[src/verilog/uart_chain_pkg.sv]
// Shared constants, types and helpers of the serial channel
package uart_chain_pkg;
  // ---------------------------------------------------------------
  // Timing
  // ---------------------------------------------------------------
  localparam int         CLK_HZ       = 250_000_000;
  localparam int         OVERSAMPLE   = 16;
  localparam logic [3:0] TICK_LAST    = 4'hf;
  localparam logic [3:0] TICK_HALF    = 4'h7;
  localparam logic [7:0] BAUD_DIV_RST = 8'h0f;
  // ---------------------------------------------------------------
  // Frame and parity encodings, transfer and fifo limits, reset byte
  // ---------------------------------------------------------------
  localparam logic [1:0] PAR_ZERO  = 2'h0;
  localparam logic [1:0] PAR_ONE   = 2'h1;
  localparam logic [1:0] PAR_ODD   = 2'h2;
  localparam logic [1:0] PAR_EVEN  = 2'h3;
  localparam logic [2:0] BITS_LONG = 3'h7;
  localparam logic [2:0] BITS_SHRT = 3'h6;
  localparam int         ATC_MAX   = 255;
  localparam int         FIFO_DEP  = 16;
  localparam logic [7:0] BYTE_RST  = 8'h00;

  typedef enum logic [2:0] {
    ST_IDLE  = 3'h0,
    ST_START = 3'h1,
    ST_DATA  = 3'h3,
    ST_PAR   = 3'h2,
    ST_STOP  = 3'h6
  } line_state_t;

  // Keep only the character bits of a buffer byte
  function automatic logic [7:0] char_mask(input logic [7:0] d,
                                           input logic msb, input logic c8);
    if (c8)
      char_mask = d;
    else if (msb)
      char_mask = {d[7:1], 1'b0};
    else
      char_mask = {1'b0, d[6:0]};
  endfunction

  // Parity bit that a correct frame carries
  function automatic logic par_bit(input logic [1:0] mode, input logic [7:0] d);
    case (mode)
      PAR_ZERO: par_bit = 1'b0;
      PAR_ONE:  par_bit = 1'b1;
      PAR_ODD:  par_bit = ~(^d);
      default:  par_bit = ^d;
    endcase
  endfunction
endpackage

[src/verilog/uart_chain.sv]
// Serial channel: error-checked receiver, chained transmitter, transfer counter
// How it works
// Three error flags plus a summary flag
// Parity and framing flags refresh at receive done
// Overrun holds until the buffer is read
// Line activity alone never changes error flags
// Overrun when new character meets unread buffer
// Forced parity mismatch raises parity error
// Odd/even count mismatch raises parity error
// Missing stop bit raises framing error
// All-zero frame sets break flag
// Break flag refreshes at receive done
// Buffered character follows with no gap
// Software reloads between shift load and done
// Transfer counter runs up to 255 characters
// Inter-character gap stays within the bound
// Clock master low stops all communication
// Software picks the baud timer first
// Baud timer runs from the oscillator
// Seven-bit MSB first sends bp7 down to bp1
// Seven-bit LSB first sends bp0 up to bp6
// Seven-bit MSB first fills bp7 down to bp1
// Seven-bit LSB first fills bp0 up to bp6
// Software checks flags before next character
// Parity field selects zero, one, odd, even; parity_off_in turns parity off
`timescale 1ns/10ps
`default_nettype none
module uart_chain
  import uart_chain_pkg::*;
#(
  parameter int DEPTH = FIFO_DEP
) (
  input  wire logic       ref_clk_in,
  input  wire logic       rst_n_in,
  input  wire logic       clock_master_in,
  input  wire logic [7:0] baud_div_in,
  input  wire logic       char8_in,
  input  wire logic       stop2_in,
  input  wire logic       parity_off_in,
  input  wire logic [1:0] parity_mode_in,
  input  wire logic       msb_first_in,
  input  wire logic [7:0] tx_data_in,
  input  wire logic       tx_valid_in,
  output var  logic       tx_ready_out,
  input  wire logic       atc_start_in,
  input  wire logic [7:0] atc_len_in,
  output var  logic       atc_busy_out,
  output var  logic       txd_out,
  output var  logic       tx_buffer_state_flag_out,
  output var  logic       tx_complete_irq_out,
  input  wire logic       rxd_in,
  input  wire logic       rx_read_in,
  output var  logic [7:0] rx_data_out,
  output var  logic       rx_full_out,
  output var  logic       rx_complete_irq_out,
  output var  logic       overrun_err_flag_out,
  output var  logic       parity_err_flag_out,
  output var  logic       framing_err_flag_out,
  output var  logic       any_rx_err_flag_out,
  output var  logic       break_seen_flag_out
);
  initial begin
    if (DEPTH < 2)
      $error("transmit fifo too shallow");
  end

  // ---------------------------------------------------------------
  // Baud tick
  // ---------------------------------------------------------------
  logic [7:0] div_reg;
  logic       tick;

  // Sixteen ticks per bit; no tick unless clock master
  always_ff @(posedge ref_clk_in or negedge rst_n_in) begin
    if (!rst_n_in) begin
      div_reg <= BYTE_RST;
      tick    <= 1'b0;
    end else if (!clock_master_in) begin
      div_reg <= BYTE_RST;
      tick    <= 1'b0;
    end else if (div_reg >= baud_div_in) begin
      div_reg <= BYTE_RST;
      tick    <= 1'b1;
    end else begin
      div_reg <= div_reg + 8'h01;
      tick    <= 1'b0;
    end
  end

  // ---------------------------------------------------------------
  // Transmit path
  // ---------------------------------------------------------------
  logic [7:0]  fifo_data;
  logic        fifo_valid;
  logic [7:0]  tx_buf_reg;
  logic [7:0]  tx_sh_reg;
  logic [2:0]  tx_bit_reg;
  logic [3:0]  tx_cnt_reg;
  logic        tx_stop_reg;
  logic        tx_par_reg;
  logic        tx_load;
  logic        tx_bit_end;
  logic        tx_last_stop;
  line_state_t tx_st_reg;
  logic [2:0]  last_bit;

  assign last_bit = char8_in ? BITS_LONG : BITS_SHRT;

  uart_chain_fifo #(
    .WIDTH (8),
    .DEPTH (DEPTH)
  ) tx_fifo (
    .clk_in        (ref_clk_in),
    .rst_n_in      (rst_n_in),
    .in_data_in    (tx_data_in),
    .in_valid_in   (tx_valid_in),
    .in_ready_out  (tx_ready_out),
    .out_data_out  (fifo_data),
    .out_valid_out (fifo_valid),
    .out_ready_in  (!tx_buffer_state_flag_out)
  );

  assign tx_bit_end   = tick && (tx_cnt_reg == TICK_LAST);
  assign tx_last_stop = tx_bit_end && (tx_st_reg == ST_STOP) && (tx_stop_reg || !stop2_in);
  // Shift register takes the buffer when idle or right at frame end
  // A fresh frame needs clock master; a chained one rides the last stop tick
  assign tx_load = tx_buffer_state_flag_out &&
                   ((tx_st_reg == ST_IDLE && clock_master_in) || tx_last_stop);

  // Buffer between fifo and shift register
  always_ff @(posedge ref_clk_in or negedge rst_n_in) begin
    if (!rst_n_in) begin
      tx_buf_reg               <= BYTE_RST;
      tx_buffer_state_flag_out <= 1'b0;
    end else if (!tx_buffer_state_flag_out && fifo_valid) begin
      tx_buf_reg               <= fifo_data;
      tx_buffer_state_flag_out <= 1'b1;
    end else if (tx_load) begin
      tx_buffer_state_flag_out <= 1'b0;
    end
  end

  // Transmit sequencer, one bit per sixteen ticks
  always_ff @(posedge ref_clk_in or negedge rst_n_in) begin
    if (!rst_n_in) begin
      tx_st_reg   <= ST_IDLE;
      tx_sh_reg   <= BYTE_RST;
      tx_bit_reg  <= '0;
      tx_cnt_reg  <= '0;
      tx_stop_reg <= 1'b0;
      tx_par_reg  <= 1'b0;
      txd_out     <= 1'b1;
    end else if (tx_load) begin
      tx_st_reg   <= ST_START;
      tx_sh_reg   <= char_mask(tx_buf_reg, msb_first_in, char8_in);
      tx_par_reg  <= par_bit(parity_mode_in,
                             char_mask(tx_buf_reg, msb_first_in, char8_in));
      tx_bit_reg  <= '0;
      tx_cnt_reg  <= '0;
      tx_stop_reg <= 1'b0;
      txd_out     <= 1'b0;
    end else if (tick) begin
      tx_cnt_reg <= tx_cnt_reg + 4'h1;
      if (tx_cnt_reg == TICK_LAST) begin
        case (tx_st_reg)
          ST_START: begin
            tx_st_reg <= ST_DATA;
            txd_out   <= msb_first_in ? tx_sh_reg[7] : tx_sh_reg[0];
          end
          ST_DATA: begin
            tx_sh_reg  <= msb_first_in ? {tx_sh_reg[6:0], 1'b0} : {1'b0, tx_sh_reg[7:1]};
            tx_bit_reg <= tx_bit_reg + 3'h1;
            if (tx_bit_reg == last_bit) begin
              tx_st_reg <= parity_off_in ? ST_STOP : ST_PAR;
              txd_out   <= parity_off_in ? 1'b1 : tx_par_reg;
            end else begin
              txd_out <= msb_first_in ? tx_sh_reg[6] : tx_sh_reg[1];
            end
          end
          ST_PAR: begin
            tx_st_reg <= ST_STOP;
            txd_out   <= 1'b1;
          end
          ST_STOP: begin
            if (tx_stop_reg || !stop2_in) begin
              tx_st_reg <= ST_IDLE;
            end
            tx_stop_reg <= 1'b1;
            txd_out     <= 1'b1;
          end
          default: begin
            tx_st_reg <= ST_IDLE;
            txd_out   <= 1'b1;
          end
        endcase
      end
    end else if (tx_st_reg == ST_IDLE) begin
      tx_cnt_reg <= '0;
    end
  end

  // Done pulse at the end of every last stop bit
  always_ff @(posedge ref_clk_in or negedge rst_n_in) begin
    if (!rst_n_in)
      tx_complete_irq_out <= 1'b0;
    else
      tx_complete_irq_out <= tx_last_stop;
  end

  // ---------------------------------------------------------------
  // Automatic transfer counter
  // ---------------------------------------------------------------
  logic [7:0] atc_left_reg;

  // Counts characters taken into the shift register; fifo keeps gap at zero
  always_ff @(posedge ref_clk_in or negedge rst_n_in) begin
    if (!rst_n_in) begin
      atc_left_reg <= BYTE_RST;
      atc_busy_out <= 1'b0;
    end else if (atc_start_in && !atc_busy_out) begin
      atc_left_reg <= atc_len_in;
      atc_busy_out <= (atc_len_in != BYTE_RST);
    end else if (tx_load && atc_busy_out) begin
      atc_left_reg <= atc_left_reg - 8'h01;
      atc_busy_out <= (atc_left_reg != 8'h01);
    end
  end

  // ---------------------------------------------------------------
  // Receive path
  // ---------------------------------------------------------------
  line_state_t rx_st_reg;
  logic [7:0]  rx_sh_reg;
  logic [7:0]  rx_char;
  logic [2:0]  rx_bit_reg;
  logic [3:0]  rx_cnt_reg;
  logic        rx_par_reg;
  logic        rx_zero_reg;
  logic        rx_mid;
  logic        rx_done;
  logic        ovr_next;
  logic        par_next;
  logic        frm_next;

  assign rx_mid  = tick && (rx_cnt_reg == TICK_LAST);
  assign rx_done = rx_mid && (rx_st_reg == ST_STOP);
  // Seven-bit characters land high for MSB first, low for LSB first
  assign rx_char = char8_in ? rx_sh_reg :
                   msb_first_in ? {rx_sh_reg[6:0], 1'b0} : {1'b0, rx_sh_reg[7:1]};

  // Receive sequencer; start must stay low half a bit
  always_ff @(posedge ref_clk_in or negedge rst_n_in) begin
    if (!rst_n_in) begin
      rx_st_reg   <= ST_IDLE;
      rx_sh_reg   <= BYTE_RST;
      rx_bit_reg  <= '0;
      rx_cnt_reg  <= '0;
      rx_par_reg  <= 1'b0;
      rx_zero_reg <= 1'b1;
    end else if (tick) begin
      rx_cnt_reg <= rx_cnt_reg + 4'h1;
      case (rx_st_reg)
        ST_IDLE: begin
          rx_cnt_reg  <= '0;
          rx_zero_reg <= 1'b1;
          if (!rxd_in)
            rx_st_reg <= ST_START;
        end
        ST_START: begin
          if (rxd_in) begin
            rx_st_reg <= ST_IDLE;
          end else if (rx_cnt_reg == TICK_HALF) begin
            rx_st_reg  <= ST_DATA;
            rx_cnt_reg <= '0;
            rx_bit_reg <= '0;
          end
        end
        ST_DATA: begin
          if (rx_cnt_reg == TICK_LAST) begin
            rx_sh_reg   <= msb_first_in ? {rx_sh_reg[6:0], rxd_in} : {rxd_in, rx_sh_reg[7:1]};
            rx_zero_reg <= rx_zero_reg && !rxd_in;
            rx_bit_reg  <= rx_bit_reg + 3'h1;
            if (rx_bit_reg == last_bit)
              rx_st_reg <= parity_off_in ? ST_STOP : ST_PAR;
          end
        end
        ST_PAR: begin
          if (rx_cnt_reg == TICK_LAST) begin
            rx_par_reg  <= rxd_in;
            rx_zero_reg <= rx_zero_reg && !rxd_in;
            rx_st_reg   <= ST_STOP;
          end
        end
        ST_STOP: begin
          if (rx_cnt_reg == TICK_LAST)
            rx_st_reg <= ST_IDLE;
        end
        default: rx_st_reg <= ST_IDLE;
      endcase
    end
  end

  // Error sources at the stop bit sample
  assign par_next = !parity_off_in &&
                    (rx_par_reg != par_bit(parity_mode_in, rx_char));
  assign frm_next = !rxd_in;
  // The clearing read wins over the set
  assign ovr_next = rx_done ? ((overrun_err_flag_out || rx_full_out) && !rx_read_in)
                  : (overrun_err_flag_out && !rx_read_in);

  // Receive buffer and full indication
  always_ff @(posedge ref_clk_in or negedge rst_n_in) begin
    if (!rst_n_in) begin
      rx_data_out <= BYTE_RST;
      rx_full_out <= 1'b0;
    end else if (rx_done) begin
      rx_data_out <= rx_char;
      rx_full_out <= 1'b1;
    end else if (rx_read_in) begin
      rx_full_out <= 1'b0;
    end
  end

  // Error and break flags move only on receive done or buffer read
  always_ff @(posedge ref_clk_in or negedge rst_n_in) begin
    if (!rst_n_in) begin
      rx_complete_irq_out  <= 1'b0;
      overrun_err_flag_out <= 1'b0;
      parity_err_flag_out  <= 1'b0;
      framing_err_flag_out <= 1'b0;
      any_rx_err_flag_out  <= 1'b0;
      break_seen_flag_out  <= 1'b0;
    end else begin
      rx_complete_irq_out  <= rx_done;
      overrun_err_flag_out <= ovr_next;
      if (rx_done) begin
        parity_err_flag_out  <= par_next;
        framing_err_flag_out <= frm_next;
        break_seen_flag_out  <= rx_zero_reg && !rxd_in;
        any_rx_err_flag_out  <= ovr_next || par_next || frm_next;
      end else begin
        any_rx_err_flag_out <= ovr_next || parity_err_flag_out || framing_err_flag_out;
      end
    end
  end
endmodule
`default_nettype wire

[src/verilog/uart_chain_fifo.sv]
// Synchronous FIFO with valid/ready on both sides
`timescale 1ns/10ps
`default_nettype none
module uart_chain_fifo #(
  parameter int WIDTH = 8,
  parameter int DEPTH = 16
) (
  input  wire logic             clk_in,
  input  wire logic             rst_n_in,
  input  wire logic [WIDTH-1:0] in_data_in,
  input  wire logic             in_valid_in,
  output var  logic             in_ready_out,
  output var  logic [WIDTH-1:0] out_data_out,
  output var  logic             out_valid_out,
  input  wire logic             out_ready_in
);
  localparam int AW = $clog2(DEPTH);

  initial begin
    if (DEPTH < 2 || (1 << AW) != DEPTH)
      $error("fifo depth must be a power of two");
  end

  logic [WIDTH-1:0] mem [DEPTH];
  logic [AW-1:0]    wr_reg;
  logic [AW-1:0]    rd_reg;
  logic [AW:0]      cnt_reg;
  logic [AW:0]      cnt_next;
  logic             push;
  logic             pop;

  assign push          = in_valid_in && in_ready_out;
  assign pop           = out_valid_out && out_ready_in;
  assign out_data_out  = mem[rd_reg];
  assign out_valid_out = (cnt_reg != '0);
  assign cnt_next      = cnt_reg + {{AW{1'b0}}, push} - {{AW{1'b0}}, pop};

  // Storage write
  always_ff @(posedge clk_in) begin
    if (push)
      mem[wr_reg] <= in_data_in;
  end

  // Pointers, fill count and registered ready
  always_ff @(posedge clk_in or negedge rst_n_in) begin
    if (!rst_n_in) begin
      wr_reg       <= '0;
      rd_reg       <= '0;
      cnt_reg      <= '0;
      in_ready_out <= 1'b0;
    end else begin
      if (push)
        wr_reg <= wr_reg + 1'b1;
      if (pop)
        rd_reg <= rd_reg + 1'b1;
      cnt_reg      <= cnt_next;
      in_ready_out <= (cnt_next != DEPTH[AW:0]);
    end
  end
endmodule
`default_nettype wire

[config.mk]
export PLATFORM = sky130hd
export DESIGN_NAME = uart_chain
export DESIGN_NICKNAME = d
export VERILOG_FILES = /design/src/verilog/uart_chain_pkg.sv /design/src/verilog/uart_chain.sv /design/src/verilog/uart_chain_fifo.sv
export SDC_FILE = /design/constraint.sdc
export NUM_CORES = 1
export LEC_CHECK = 0
export ABC_AREA = 0
export BUFFER_PORTS_ARGS = -buffer_cell sky130_fd_sc_hd__buf_2
export CAP_MARGIN = 25
export CORE_MARGIN = 1
export CORE_UTILIZATION = 46
export CTS_CLUSTER_DIAMETER = 150
export DETAILED_ROUTE_END_ITERATION = 10
export SLEW_MARGIN = 20
export SYNTH_ARGS = -nofsm -noshare
export SYNTH_HDL_FRONTEND = slang
export SYNTH_SLANG_ARGS = --single-unit
[constraint.sdc]
create_clock -name ref_clk_in -period 5.7 [get_ports ref_clk_in]
set_clock_uncertainty 0.2 [all_clocks]
set_input_delay 1.71 -clock ref_clk_in [delete_from_list [all_inputs] [get_ports ref_clk_in]]
set_output_delay 1.71 -clock ref_clk_in [all_outputs]
set_load 0.005 [all_outputs]
* Word level (Yosys, flattened, before mapping) *
Memories as Yosys holds them, arrays and structs flattened. A register that Yosys moved wholly into a read port is not among the register bits.
Cells that the tools add are included.

cells by class
  add/sub/neg operators = 10
  order comparisons = 1
  equality and inequality tests = 29
  multiplexer cells = 73
  bitwise operators = 2
  reduce and logical (&&, ||, !) cells = 56

operators by type and width
  cell                                                                   number
  8-bit 2-to-1 mux                                                       15
  3-bit 2-to-1 mux                                                       20
  1-bit 2-to-1 mux                                                       25
  4-bit 2-to-1 mux                                                       5
  2-bit nonzero test                                                     9
  4-bit by 1-bit adder with 4-bit output, second input constant          4
  8-bit XOR reduction                                                    2
  1-bit logical AND                                                      15
  3-bit one-hot mux with 5 select lines                                  1
  3-bit AND reduction                                                    5
  3-bit by 2-bit equality test with 1-bit output, second input constant  4
  2-bit != test, second input constant                                   6
  3-bit one-hot mux with 4 select lines                                  1
  8-bit by 1-bit adder with 8-bit output, second input constant          1
  4-bit equality test, second input constant                             2
  8-bit greater-or-equal comparator                                      1
  8-bit by 1-bit != test with 1-bit output, second input constant        1
  4-bit one-hot mux with 2 select lines                                  1
  8-bit nonzero test                                                     1
  8-bit by 1-bit subtractor with 8-bit output, second input constant     1
  1-bit zero test                                                        7
  1-bit logical OR                                                       7
  7-bit AND reduction                                                    1
  3-bit by 1-bit adder with 3-bit output, second input constant          2
  other kinds (25)                                                       34

word-level totals
  register bits after elaboration = 90
  RAM bits = 128
  bits of input ports = 37
  output and inout port bits = 20
  logic and storage cells = 203
  memories kept = 1

memory list
  memory       words  width  rd ports  clocked after Yosys merged registers in  write ports  line                   RTL
  tx_fifo.mem  16     8      1         1                                        1            uart_chain_fifo.sv:24  logic [WIDTH-1:0] mem [DEPTH];

* Longest topological paths before layout *
Gate-level depths: netlist of run 1.

  depth in word-level cells = 10
  depth in mapped cells = 14
  mapped depth without buffers = 13

* Hierarchy *
From an unflattened synthesis of run 1, not the netlist that was laid out.

unflattened totals
  cells, all modules = 770
  area, all modules = 10248.6 µm²

by module, submodules not included
  module           instances  cells each  area an instance (µm²)  sequential area each (µm²)
  uart_chain_fifo  1          278         5666.7                  4194.0
  uart_chain       1          492         4581.9                  2104.5

* Least setup slack after synthesis of run 1 *
OpenSTA, ideal clock, no wires.

  path type = in2reg
  start point = in baud_div_in[0]
  end point = reg div_reg[2]
  setup time = 75 ps
  arrival time = 3215 ps
  required time = 5425 ps
  setup slack = 2210 ps
  stages = 8
  buffers on the path = 0
  cell sequence = ha_1 > nand2b_1 > a21o_1 > a21o_1 > a21o_1 > a211oi_1 > o211ai_1 > nor2_1

between the ends
  word-level cells in the longest chain between the ends = 3

ends and longest elaborated chain
  element                            line              RTL
  start, declared                    uart_chain.sv:36  input wire logic [7:0] baud_div_in,
  8-bit greater-or-equal comparator  uart_chain.sv:81  end else if (div_reg >= baud_div_in) begin
  8-bit 2-to-1 mux                   uart_chain.sv:81
  8-bit 2-to-1 mux                   uart_chain.sv:78  end else if (!clock_master_in) begin
  end signal, assigned               uart_chain.sv:85  div_reg <= div_reg + 8'h01;
  end, declared                      uart_chain.sv:70  logic [7:0] div_reg;

No other way between the ends.
A chain may end at the register's enable or synchronous reset.

* Final worst setup path of run 1 *
  start point = in msb_first_in
  end point = reg any_rx_err_flag_out

between the ends
  word-level cells in the longest chain between the ends = 10

ends and longest elaborated chain
  element                                  line                                        RTL
  start, declared                          uart_chain.sv:41                            input wire logic msb_first_in,
  8-bit 2-to-1 mux *                       uart_chain.sv:249                           msb_first_in ? {rx_sh_reg[6:0], 1'b0} : {1'b0, rx_sh_reg[7:1]};
  8-bit 2-to-1 mux *                       uart_chain.sv:248                           assign rx_char = char8_in ? rx_sh_reg :
  8-bit XOR reduction *                    uart_chain_pkg.sv:48, uart_chain_pkg.sv:49
  1-bit inverter                           uart_chain_pkg.sv:48                        PAR_ODD: par_bit = ~(^d);
  1-bit one-hot mux with 3 select lines *  uart_chain_pkg.sv:45                        case (mode)
  1-bit != test *                          uart_chain.sv:305                           (rx_par_reg != par_bit(parity_mode_in, rx_char));
  1-bit logical AND *                      uart_chain.sv:304                           assign par_next = !parity_off_in &&
  1-bit logical OR * (2 in series)         uart_chain.sv:340                           any_rx_err_flag_out <= ovr_next || par_next || frm_next;
  1-bit 2-to-1 mux *                       uart_chain.sv:336                           if (rx_done) begin
  end signal, assigned                     uart_chain.sv:340
  end signal, assigned                     uart_chain.sv:342                           any_rx_err_flag_out <= ovr_next || parity_err_flag_out || framing_err_flag_out;
  end, declared                            uart_chain.sv:59                            output var logic any_rx_err_flag_out,

Mark *: on every way between the ends. The rest lies on a longest branch, timed or not.

==> reports/qor.yml, run 1 <==
synth_top_cell_area_share_pct: 38.3
final_layout_size_suffix_gt1_share_pct: 20.2
hold_viol_final: 0
core_mm2: 0.0212
layout_worst_path_cycle_share_pct: 60.3
cell_area_power_density_mw_per_mm2: 354
die-area_mm2: 0.0224
synthToLayoutAreaGrowth_pct: 13.7
post-cts-setup-buffers: 0
utilization_pct: 53.8
fin_setup_tns_ps: 0
grt_setup_unrepaired: "false"
fmax_mhz: 291
grt_overflow_total: 0
synth_edf_count: 128
floorplan.die.height_um: 150
placed_cell_area_mm2: 0.0106
synth_async_sr_flop_share_pct: 43.4
drt_wl_total_um: 18800
placer_congestion: 0.830
power.leakage_nw: 4.39
worst-path-max-fanout: 24
outcome: "complete, no violations"
cts.repair.resized: 0
floorplan.initialDensity_pct: 47.3
die_w_um: 150
dr_total_vias: 5877
fp-row-count: 53
worst_voltage_drop_across_the_vdd_grid_v: 0.000289
yosys_warnings: 0
grt_pass1_wl_um: 30400
detailedRoute.firstPassIterationCount: 4
cts.htree.levels: 1
detailedRoute.firstIterationViolations: 255
total_power_w: 0.00404
wl_per_cell_um: 17.3
grt_util_all_layers_pct: 17.3
final-setup-viol-count: 0
cts-buffers-inserted: 24
netlist.top_cell.by_area: "edfxtp_1"
postCtsHoldBufs: 0
period_minus_ws_final_ps: 3440
syn_nets: 803
antenna_left: 0
synthesis.instances: 739
cts_max_path_buffers: 3
arrival_ps: 3660
top_register: "tx_fifo.mem"
tightest_slew_ps: 886
detailedPlacementHpwl_um: 12800
crit_path_start_kind: "input pin"
synth_cell_type_count: 56
worst_ep_required_time_ps: 5920
cts.reportedPaths.clkPinSlew_ps: 60
root_buffer: "clkbuf_16"
grt_antenna_before_repair: 0
floorplan.io_pins: 57
hold_path_class: "reg -> reg"
viasPerCell: 5.42
crit_type: "in -> reg"
cap_violations: 0
yosysSeqAreaShare_pct: 62.8
grt_max_degree: 68
post_synth.cell_area_avg_um2: 13.6
synth_area_leaders: "edfxtp_1 (38%), dfrtp_1 (24%), mux4_2 (9.0%)"
clock-sinks: 226
cts_tree: "built"
largest_register_ffs: 128
first_global_vias: 5930
yosys_most_used_dff: "edfxtp_1"
num_antenna_cells: 0
insertion_delay_of_the_later_clocked_pin_in_the_worst_skew_pair_ps: 530
end_kind: "register"
drc_errors_left: 0
finish.instance_area_mm2: 0.0114
yosys_register_bits: 226
mappedNetlistArea_mm2: 0.0100
worst_slew_margin_rel_pct: 40.7
port_buffers: 56
final-max-slew-violation-count: 0
design.final.nets: 857
## per-stage QoR
| step | hold slack [ps] | std cells | worst slack [ps] |
|---|---|---|---|
| after floorplan | 248 | 739 | 2210 |
| after global placement | 259 | 1042 | 1800 |
| after detailed placement | 270 | 1042 | 1760 |
| after CTS | 284 | 1085 | 2290 |
| after global routing | 319 | 1085 | 2080 |
| final | 276 | 1085 | 2260 |
## logic make-up (layout without fill, tap and decap cells)
group | after synthesis | in the layout | share of synthesized area, %
buffers and inverters | 62 | 133 | 2.42
XOR/XNOR | 41 | 41 | 3.58
multiplexers | 68 | 68 | 11.9
AO/OA/AOI/OAI | 110 | 110 | 6.57
flip-flops | 226 | 226 | 62.8
AND/OR/NAND/NOR | 205 | 205 | 9.34
adder cells (fa/ha/maj) | 27 | 27 | 3.44
## critical path: stages
cell	delay, ps
buf_2	440
nor2b_1	200
a211oi_1	60
or3_1	400
a21oi_1	200
nor3_1	80
or3b_1	390
a41oi_2	180
## per-layer routing
| metal | routed length (um) | global-route usage [%] |
|---|---|---|
| met1 | 8220 | 22.5 |
| met2 | 9450 | 30.0 |
| met3 | 712 | 2.65 |
| met4 | 408 | 5.30 |
| met5 | 0 | 0 |
## layout make-up
type | instances | area (um2)
timing repair buffer | 64 | 343
tap | 275 | 344
multi-input combinational | 451 | 3500
clock inverter | 15 | 195
clock buffer | 28 | 636
fill | 1773 | 9810
sequential | 226 | 6300
inverter | 26 | 97.6
## synth_stat cells, drive strengths merged, types with 4 or more instances
master and count:
nor2 72, nand3 13, a21o 5, mux2 11, xor2 16, inv 26, xnor2 25, and3 5
edfxtp 128, o21ai 45, nand4 6, ha 26, and2 6, clkbuf 25, a211oi 6, dfrtp 96
buf 11, mux4 40, o211ai 4, mux2i 17, a21oi 31, nor3 15, nand2b 10, nand2 61
## worst paths after layout
| kind | depth (start not counted) | slack [ps] | startpoint | endpoint |
|---|---|---|---|---|
| setup / recovery | 8 | 2260 | msb_first_in | any_rx_err_flag_out |
| hold / removal | 2 | 280 | rx_data_out[2] | rx_data_out[2] |
| setup reg to reg | 14 | 2450 | tx_fifo.cnt_reg[2] | tx_fifo.in_ready_out |
| hold reg to reg | 2 | 280 | rx_data_out[2] | rx_data_out[2] |
| max in group asynchronous | 2 | 3200 | rst_n_in | tx_fifo.rd_reg[2] |
| min in group asynchronous | 1 | 1100 | rst_n_in | rx_data_out[6] |
## cell usage in the layout, fill, tap and decap left out, types with 11 or more instances in the layout
master     netlist  final
inv_1           26     26
mux2i_1         17     17
edfxtp_1       128    128
o21ai_0         43     43
nand2_1         61     61
clkbuf_16        0     24
nor2_1          72     71
mux2_2          11     11
nand3_1         13     13
dfrtp_1         96     94
nor3_1          15     15
mux4_2          40     40
ha_1            26     26
xnor2_1         25     25
buf_2            7     55
xor2_1          16     16
a21oi_1         31     31
## power by group
group          switching (W)  internal (W)  leakage, nW  total (W)
combinational       0.000273      0.000181         1.68   0.000455
clock               0.000631      0.000982        0.409    0.00161
sequential         0.0000780       0.00190         2.30    0.00197
No activity file was read; power rests on OpenSTA's default activity.
==> run 2, diff against run 1 <==
PLACE_DENSITY = 0.65   (was unset)
clock period = 2.98 ns   (was 5.7 ns; I/O delays follow)
==> reports/qor.yml, run 2 (synthesis results as in run 1) <==
outcome: "complete, no violations"
cap_violations: 0
post-cts-setup-buffers: 0
final-max-slew-violation-count: 0
clock-sinks: 226
fin_hold_ws_ps: 72.3
total_power_w: 0.00781
crit_path_start_kind: "register"
drt_wl_total_um: 19200
insertion_delay_of_the_later_clocked_pin_in_the_worst_skew_pair_ps: 540
tightest_slew_ps: 659
design.final.nets: 880
grt_overflow_total: 0
detailedRoute.firstIterationViolations: 372
finish.instance_area_mm2: 0.0116
core_mm2: 0.0212
viasPerCell: 5.50
r2r.worst_path.cells: 13
die-area_mm2: 0.0224
placer_congestion: 0.806
die_w_um: 150
grt_antenna_before_repair: 0
cell_area_power_density_mw_per_mm2: 672
layout_worst_path_cycle_share_pct: 93.6
grt_util_all_layers_pct: 17.9
final_layout_size_suffix_gt1_share_pct: 22.0
cts.htree.levels: 1
arrival_ps: 3000
rrSetupSlack_ps: 190
top_register: "tx_fifo.mem"
groute.layer.met2.usage_pct: 31.4
cts_tree: "built"
root_buffer: "clkbuf_16"
grt_max_degree: 38
numPlacedInstances: 1064
worst_voltage_drop_across_the_vdd_grid_v: 0.000528
worst_slew_margin_rel_pct: 55.8
detailedRoute.firstPassIterationCount: 5
floorplan.io_pins: 57
crit-reg2reg-capture: "tx_fifo.in_ready_out"
end_kind: "register"
final-setup-viol-count: 0
power.leakage_nw: 4.51
fin_cells: 1110
busiest_layer: "met2"
worst-path-max-fanout: 2
grt_setup_unrepaired: "false"
gr-usage-met1_pct: 22.8
detailedPlacementHpwl_um: 13200
cts.reportedPaths.clkPinSlew_ps: 60
first_global_vias: 6154
antenna_left: 0
floorplan.initialDensity_pct: 47.3
grt_pass1_wl_um: 31400
crit_type: "reg -> reg"
worst_ep_required_time_ps: 3190
port_buffers: 56
most_frequent_cells_in_the_layout: "edfxtp_1 (128), dfrtp_1 (95), nor2_1 (72)"
num_antenna_cells: 0
hold_viol_final: 0
cts-buffers-inserted: 25
fp-row-count: 53
cts_max_path_buffers: 3
worst_r2r_startpoint: "tx_fifo.cnt_reg[2]"
hold_path_class: "in -> async"
period_minus_ws_final_ps: 2790
largest_register_ffs: 128
synthToLayoutAreaGrowth_pct: 15.7
dr_total_vias: 6104
placed_cell_area_mm2: 0.0108
fmax_mhz: 359
fin_setup_tns_ps: 0
floorplan.die.height_um: 150
mostFrequentLayoutCell: "edfxtp_1"
drc_errors_left: 0
use_met3_pct: 3.05
wl_per_cell_um: 17.3
-- run 2: how the worst max path moves through the flow --
stage | start | slack, ps | cells past startpoint | endpoint
5_1_grt | tx_cnt_reg[0] | 3 | 6 | atc_left_reg[5]
3_5_place_dp | baud_div_in[0] | -70 | 9 | div_reg[2]
2_1_floorplan | tx_fifo.cnt_reg[3] | 8 | 14 | tx_fifo.in_ready_out
4_1_cts | tx_fifo.cnt_reg[2] | 30 | 13 | tx_fifo.in_ready_out
3_3_place_gp | baud_div_in[0] | 60 | 9 | div_reg[7]
6_report | tx_fifo.cnt_reg[2] | 190 | 13 | tx_fifo.in_ready_out
-- run 2: per-stage QoR --
| step | utilization (%) | setup WS (ps) |
|---|---|---|
| detailed placement | 50.8 | -66.1 |
| global route | 54.7 | 2.93 |
| finish | 54.7 | 191 |
| CTS | 54.7 | 27.9 |
| floorplan | - | 7.84 |
| global placement | 50.8 | 57.1 |
-- run 2: layout make-up --
cell class	instances	area [um2]
Clock inverter	14	138
Timing Repair Buffer	86	533
Multi-Input combinational cell	451	3510
Tap cell	275	344
Inverter	26	97.6
Fill cell	1723	9600
Clock buffer	32	692
Sequential cell	226	6300
-- run 2: critical path, stage by stage (launching register included) --
cell and delay [ps]:
dfrtp_1 390, inv_1 90, ha_1 160, nor4b_4 200, nor2_1 90, ha_1 290
inv_1 40, ha_1 200, fa_1 410, a21oi_1 160, nor2_1 50, nor2_1 120
xnor2_1 160, nand3b_1 110
-- run 2: repair_timing --
action	in CTS	in global routing
hold buffers	0	0
gates resized for setup	0	3
setup endpoints to repair	0	6
-- run 2: power by group --
group	leakage (nW)	switching, W	internal, W
clock	0.403	0.00125	0.00182
sequential	2.31	0.000167	0.00363
combinational	1.80	0.000549	0.000397
-- run 2: routing by layer --
metal,wire [um],up-vias
li1,-,2874
met1,8120,3048
met2,9780,142
met3,823,40
met4,470,0
met5,0,-
